$ cat src/core/pmupc_defines.vh
// Constants for the pin control bank: offsets, fields, write masks, timing.
// Assumes a 100 MHz clock and a 32-bit classic Wishbone register bus.
// Notes on behaviour
// - Sleep-force bit drives output pin low
// - Reserved bits read zero, ignore writes
// - Debounce bit picks 94 or 156 us
// - Direction bit: clear input, set output
// - Output pins join power-up sequencing
// - Level bit tracks pad continuously
// - Output pin drives its value bit
// - Reset reloads defaults from OTP settings
// - Pin three output source: value or LED
// - Pin three push-pull or open-drain
// - Pin three pulldown enable bit
`ifndef PMUPC_DEFINES_VH
`define PMUPC_DEFINES_VH
// Register indices; byte address is four times the index
`define PMUPC_IDX_PIN1 8'h41
`define PMUPC_IDX_PIN2 8'h42
`define PMUPC_IDX_PIN3 8'h43
`define PMUPC_ADDR_PIN1 10'h104
`define PMUPC_ADDR_PIN2 10'h108
`define PMUPC_ADDR_PIN3 10'h10c
// Field positions
`define PMUPC_B_SLEEP 7
`define PMUPC_B_SEL 6
`define PMUPC_B_ODEN 5
`define PMUPC_B_DEB 4
`define PMUPC_B_PDEN 3
`define PMUPC_B_CFG 2
`define PMUPC_B_LVL 1
`define PMUPC_B_SET 0
// Writable masks
`define PMUPC_WMASK_12 8'h95
`define PMUPC_WMASK_3 8'hfd
// Debounce times in ns and cycle counts at 10 ns
`define PMUPC_DEB_SHORT_NS 94000
`define PMUPC_DEB_LONG_NS 156000
`define PMUPC_CLK_NS 10
`define PMUPC_DEB_SHORT_CYC (`PMUPC_DEB_SHORT_NS / `PMUPC_CLK_NS)
`define PMUPC_DEB_LONG_CYC (`PMUPC_DEB_LONG_NS / `PMUPC_CLK_NS)
// Last counter value of each interval, one below its cycle count
`define PMUPC_DEB_SHORT_LAST 15'h24b7
`define PMUPC_DEB_LONG_LAST 15'h3cef
`endif

$ cat src/core/pmupc_bank.v
// Pin control bank: three pin registers, debounce, pad drive, Wishbone slave.
// Assumes OTP default bytes are stable during reset; pads are sampled async.
`include "pmupc_defines.vh"

// One pin's input filter: a new level is taken only once the synchronised
// pad has held it for the whole chosen interval.
module pmupc_debounce (
   input wire clk, // 100 MHz clock
   input wire rst_n, // Synchronised active-low reset
   input wire level, // Synchronised pad level
   input wire long_sel, // Long interval chosen
   output wire filtered // Debounced level
);
   reg filt_reg;
   reg [14:0] cnt_reg;
   wire [14:0] last;

   // Interval read every cycle; a change mid-count applies at once
   assign last = long_sel ? `PMUPC_DEB_LONG_LAST : `PMUPC_DEB_SHORT_LAST;

   always @(posedge clk or negedge rst_n) begin
      if (!rst_n) begin
         filt_reg <= 1'b0;
         cnt_reg <= 15'h0000;
      end else if (level == filt_reg) begin
         // A bounce back restarts the whole interval
         cnt_reg <= 15'h0000;
      end else if (cnt_reg == last) begin
         filt_reg <= level;
         cnt_reg <= 15'h0000;
      end else begin
         cnt_reg <= cnt_reg + 15'h0001;
      end
   end
   assign filtered = filt_reg;
endmodule // pmupc_debounce

// One pin's output stage. The source select and open-drain fields exist
// only on a pin built with FULL set.
module pmupc_pin_drive #(
   parameter FULL = 0
) (
   input wire [7:0] ctrl, // Pin control byte
   input wire sleep_state, // Device in sleep state
   input wire led_channel_a, // LED driver output
   output wire pad_out, // Pad output value
   output wire pad_oe, // Pad drive enable
   output wire seq_member // Pin in power-up sequence
);
   wire full;
   wire is_out;
   wire forced_low;
   wire src;
   wire od;

   assign full = FULL != 0;
   assign is_out = ctrl[`PMUPC_B_CFG];
   assign forced_low = sleep_state & ctrl[`PMUPC_B_SLEEP];
   assign src = full & ctrl[`PMUPC_B_SEL] ? led_channel_a :
      ctrl[`PMUPC_B_SET];
   assign od = full & ctrl[`PMUPC_B_ODEN];
   assign pad_out = src & ~forced_low;
   // Open drain only ever pulls low; the high comes from outside
   assign pad_oe = is_out & (~od | ~pad_out);
   assign seq_member = is_out;
endmodule // pmupc_pin_drive

module pmupc_bank (
   input wire clk, // 100 MHz clock
   input wire nrst, // Async active-low reset
   input wire wb_cyc_i, // Wishbone cycle
   input wire wb_stb_i, // Wishbone strobe
   input wire wb_we_i, // Write enable
   input wire [9:0] wb_adr_i, // Byte address
   input wire [3:0] wb_sel_i, // Byte selects
   input wire [31:0] wb_dat_i, // Write data
   output reg [31:0] wb_dat_o, // Read data
   output reg wb_ack_o, // Acknowledge
   output wire wb_err_o, // Unmapped address answer
   input wire [7:0] otp_pin1, // OTP default, pin 1
   input wire [7:0] otp_pin2, // OTP default, pin 2
   input wire [7:0] otp_pin3, // OTP default, pin 3
   input wire sleep_state, // Device in sleep state
   input wire led_channel_a, // LED driver output for pin 3
   input wire [2:0] pad_in, // Pad levels
   output wire [2:0] pad_out, // Pad output values
   output wire [2:0] pad_oe, // Pad drive enables
   output wire pad_pulldown_en, // Pin 3 pulldown enable
   output wire [2:0] seq_member, // Pins in power-up sequence
   output wire [2:0] pin_filtered // Debounced inputs
);
   reg rst_s1_reg;
   reg rst_s2_reg;
   wire rst_n;
   reg [2:0] pad_s1_reg;
   reg [2:0] pad_s2_reg;
   reg [7:0] pin_reg [0:2];
   reg load_reg;
   wire sel1;
   wire sel2;
   wire sel3;
   wire hit;
   wire req;
   wire [7:0] wdata;
   wire wr;
   reg [7:0] rd_next;
   integer i;

   // Release is synchronised; assertion stays asynchronous
   always @(posedge clk or negedge nrst) begin
      if (!nrst) begin
         rst_s1_reg <= 1'b0;
         rst_s2_reg <= 1'b0;
      end else begin
         rst_s1_reg <= 1'b1;
         rst_s2_reg <= rst_s1_reg;
      end
   end
   assign rst_n = rst_s2_reg;

   always @(posedge clk or negedge rst_n) begin
      if (!rst_n) begin
         pad_s1_reg <= 3'h0;
         pad_s2_reg <= 3'h0;
      end else begin
         pad_s1_reg <= pad_in;
         pad_s2_reg <= pad_s1_reg;
      end
   end

   assign sel1 = wb_adr_i == `PMUPC_ADDR_PIN1;
   assign sel2 = wb_adr_i == `PMUPC_ADDR_PIN2;
   assign sel3 = wb_adr_i == `PMUPC_ADDR_PIN3;
   assign hit = sel1 | sel2 | sel3;
   assign req = wb_cyc_i & wb_stb_i & ~wb_ack_o;
   assign wdata = wb_dat_i[7:0];
   assign wr = req & hit & wb_we_i & wb_sel_i[0];
   assign wb_err_o = wb_cyc_i & wb_stb_i & ~hit;

   // OTP defaults
   // Loaded on the first clocked edge after reset release, never async.
   always @(posedge clk or negedge rst_n) begin
      if (!rst_n) begin
         load_reg <= 1'b1;
         for (i = 0; i < 3; i = i + 1)
            pin_reg[i] <= 8'h00;
      end else begin
         load_reg <= 1'b0;
         if (load_reg) begin
            pin_reg[0] <= otp_pin1 & `PMUPC_WMASK_12;
            pin_reg[1] <= otp_pin2 & `PMUPC_WMASK_12;
            pin_reg[2] <= otp_pin3 & `PMUPC_WMASK_3;
         end else if (wr) begin
            if (sel1)
               pin_reg[0] <= wdata & `PMUPC_WMASK_12;
            if (sel2)
               pin_reg[1] <= wdata & `PMUPC_WMASK_12;
            if (sel3)
               pin_reg[2] <= wdata & `PMUPC_WMASK_3;
         end
      end
   end

   genvar g;
   generate
      for (g = 0; g < 3; g = g + 1) begin : gen_pin
         pmupc_debounce u_deb (
            .clk(clk),
            .rst_n(rst_n),
            .level(pad_s2_reg[g]),
            .long_sel(pin_reg[g][`PMUPC_B_DEB]),
            .filtered(pin_filtered[g])
         );
         // Only the third pin has source select and open drain
         pmupc_pin_drive #(
            .FULL(g == 2)
         ) u_drv (
            .ctrl(pin_reg[g]),
            .sleep_state(sleep_state),
            .led_channel_a(led_channel_a),
            .pad_out(pad_out[g]),
            .pad_oe(pad_oe[g]),
            .seq_member(seq_member[g])
         );
      end
   endgenerate

   assign pad_pulldown_en = pin_reg[2][`PMUPC_B_PDEN];

   always @* begin
      rd_next = 8'h00;
      if (sel1)
         rd_next = pin_reg[0] | {6'h00, pad_s2_reg[0], 1'b0};
      else if (sel2)
         rd_next = pin_reg[1] | {6'h00, pad_s2_reg[1], 1'b0};
      else if (sel3)
         rd_next = pin_reg[2] | {6'h00, pad_s2_reg[2], 1'b0};
   end

   // Registered ack: every mapped access costs one wait state; unmapped err answers at once
   always @(posedge clk or negedge rst_n) begin
      if (!rst_n) begin
         wb_ack_o <= 1'b0;
         wb_dat_o <= 32'h00000000;
      end else begin
         wb_ack_o <= req & hit;
         if (req & hit & ~wb_we_i)
            wb_dat_o <= {24'h000000, rd_next};
      end
   end
endmodule // pmupc_bank

$ cat config.mk
export PLATFORM = sky130hd
export DESIGN_NAME = pmupc_bank
export DESIGN_NICKNAME = d
export VERILOG_FILES = /design/src/core/pmupc_bank.v
export VERILOG_INCLUDE_DIRS = /design/src /design/src/core
export SDC_FILE = /design/constraint.sdc
export NUM_CORES = 1
export LEC_CHECK = 0
export BUFFER_PORTS_ARGS = -buffer_cell sky130_fd_sc_hd__buf_2
export CAP_MARGIN = 20
export CORE_AREA = 2 2 90 114
export CTS_CLUSTER_DIAMETER = 80
export DETAILED_ROUTE_END_ITERATION = 8
export DIE_AREA = 0 0 92 116
export PLACE_DENSITY = 0.71
export SLEW_MARGIN = 20
export SYNTH_ARGS = -nofsm -noshare
export SYNTH_HDL_FRONTEND = slang
export SYNTH_SLANG_ARGS = --single-unit
$ cat constraint.sdc
create_clock -name clk -period 6.8 [get_ports clk]
set_input_delay 0.68 -clock clk [delete_from_list [all_inputs] [get_ports clk]]
set_output_delay 0.68 -clock clk [all_outputs]
set_load 0.01 [all_outputs]
==> flow_metrics.tcl <==
set metrics [dict create \
    critical_path_required_ns 6.12 \
    cp_num_cells 4 \
    cp-end-kind "output pin" \
    grt_util_met3 0.0260 \
    finalNetCount 541 \
    antenna-diode-count 0 \
    rsz0062_at_grt "no" \
    ys_types 40 \
    clock_latency_ns 0.34 \
    ys_ff_latch 81 \
    dieArea_um2 10700 \
    final_layout_size_suffix_gt1_frac 0.240 \
    critPathArrivalTime_ns 1.88 \
    die_y_um 116 \
    grt_util_met2 0.275 \
    ff2ff_setup_slack_ns 4.29 \
    numCtsBuffers 9 \
    crit_family "simple AND/OR/NAND/NOR gates" \
    netlist_top_cells_count "dfrtp_1, nor2_1, buf_4" \
    cts_tree "yes" \
    grt_usage 0.167 \
    grt_pass1_vias 3014 \
    grt_pass1_wl_um 14100 \
    hold_class "in -> async" \
    synth_largest_area_cell "dfrtp_1" \
    io_pins 127 \
    final_util 0.499 \
    final-hold-violation-count 0 \
    yosys-top-cells-area "dfrtp_1, xnor2_1, buf_4" \
    pre_cts_slack_ns 4.16 \
    drc 0 \
    fin_crit_ns 2.56 \
    finalSetupTns_ns 0 \
    initial_core_util 0.442 \
    seq_power_share 0.481 \
    rows 40 \
    fin_hold_ws_ns 0.119 \
    crit_type "in -> out" \
    wl_per_cell_um 14.2 \
    slowest_stage "or4_4" \
    slowest_delay_ns 0.58 \
    fin_crit_sh 0.376 \
    core_um2 9510 \
    fillCellCount 867 \
    relSlewSlack 0.341 \
    power_frac_comb 0.074 \
    drt_iter0_markers 119 \
    die_width_um 92 \
    p_leak_nw 2.17 \
    port_buffers 65 \
    vias_per_cell 5.19 \
    tightestPinTransition_ns 0.987 \
    cts_htree_levels 3 \
    synth_most_common_cell "dfrtp_1" \
    p_int_mw 0.816 \
    async_flop_share 1.00 \
    synth_edf_count 0 \
    dr.pass1.iters 4 \
    critPathMaxFanout 6 \
    r2r_cells 4 \
    vias 3054 \
    drv_cap 0 \
    start_kind "input port" \
    status "finished clean" \
    busiest_layer "met2" \
    ys.flop_type "dfrtp_1" \
    power.switching_mw 0.251 \
    pwr-share-clk 0.445 \
    setup_viol 0 \
    drt_wl_total_um 8350 \
    slew_viol_final 0 \
    clockBufferDepth 2 \
    ys_seq_area_frac 0.483 \
    postLayoutSetupSlackWorst_ns 4.24 \
    ys.warnings.count 0 \
    irDropWorstVdd_uv 202 \
    fin_cells 589 \
    finalClockSkew_ns 0.00585 \
    multi_input_area_um2 1890 \
    grt_max_degree 80 \
    netlist_instances 405 \
    syn_area_per_cell_um2 10.4 \
    critical_path.most_common_cell "buf_2" \
    ctsResizeCount 0 \
    use_met1 0.208 \
    power_density_nw_per_um2 225 \
    clk_pin_slew_ns 0.06 \
    switching_share 0.235 \
    yosys.area.top_type_share 0.476 \
    regArea_um2 2030 \
    globalRouteOverflowTotal 0 \
    crit_buf_inv 2 \
    postCtsHoldBufs 0 \
    antenna_found_initial 0 \
    max_freq_mhz 391 \
    area_delta_synth_final_pct 13.0 \
    cp_cell_sequence "buf_2, or4_4, o311a_2, buf_2" \
    final_antenna_net_count 0 \
    cts_setup_buffers 0 \
    dp.cells 573 \
    gp_congestion 0.786 \
    netlist_area_um2 4200 \
    cts-root-buf "clkbuf_16" \
    cts_sinks 81 \
    largest_register_ffs 45 \
    dp_hpwl_um 5790 \
]
## power by group through the flow
stage / registers [mW] / clock network (mW) / logic, mW
6_report: 0.513 / 0.475 / 0.0790
5_1_grt: 0.515 / 0.508 / 0.0890
4_1_cts: 0.513 / 0.487 / 0.0802
3_5_place_dp: 0.522 / 0 / 0.0798
3_3_place_gp: 0.521 / 0 / 0.0774
2_1_floorplan: 0.522 / 0 / 0.0622
## logic make-up after synthesis
family,synth area share
XOR/XNOR,0.0876
multiplexers,0.0810
AND/OR/NAND/NOR,0.201
buffers and inverters,0.0896
other,0.00179
adder cells (fa/ha/maj),0.00893
flip-flops,0.483
AO/OA/AOI/OAI,0.0476
## path summary, 6_finish.rpt
check                                                  start                           end
worst max-delay path                             wb_adr_i[1]                      wb_err_o
worst min-delay path                                    nrst                         rst_n
worst max register to register  gen_pin[2].u_deb.cnt_reg[11]     gen_pin[2].u_deb.filtered
worst min register to register                 pad_s1_reg[1]                 pad_s2_reg[1]
max in group asynchronous                              rst_n  gen_pin[2].u_deb.cnt_reg[12]
min in group clk                               pad_s1_reg[1]                 pad_s2_reg[1]
## layer usage
| layer | vias up | share of wire | routed length [um] |
|---|---|---|---|
| met4 | 0 | 0.034 | 284 |
| met2 | 73 | 0.50 | 4210 |
| met3 | 24 | 0.032 | 263 |
| li1 | 1470 | - | - |
| met1 | 1487 | 0.43 | 3590 |
| met5 | - | 0 | 0 |
## stage by stage
stage / area, um2 / power [mW]
after global routing: 4750 / 1.11
final: 4750 / 1.07
after detailed placement: 4440 / 0.601
after floorplan: 4290 / 0.584
after global placement: 4440 / 0.598
after CTS: 4740 / 1.08
## cell usage in the layout, fill, tap and decap left out, types with 3 or more instances in the layout
cell,instances
nor2_1,41
nor4b_1,4
a22o_1,5
o21ai_1,15
conb_1,26
nand3_1,16
clkbuf_16,9
nor3_1,28
a21boi_0,3
nor4_1,9
mux2i_1,16
nand4_1,7
ha_1,3
xor2_1,9
nand4b_1,5
dfrtp_1,79
xnor2_1,32
clkinv_4,3
buf_2,65
or4_4,4
buf_4,3
and3_1,4
mux2_2,16
nand2_1,29
inv_1,6
## area by class of cell
type | count | area share
timing repair buffer | 68 | 0.0732
sequential | 81 | 0.427
clock inverter | 6 | 0.0145
tap | 126 | 0.0332
inverter | 6 | 0.00474
multi-input combinational | 292 | 0.399
clock buffer | 10 | 0.0482
Power figures use the tool's default switching activity.
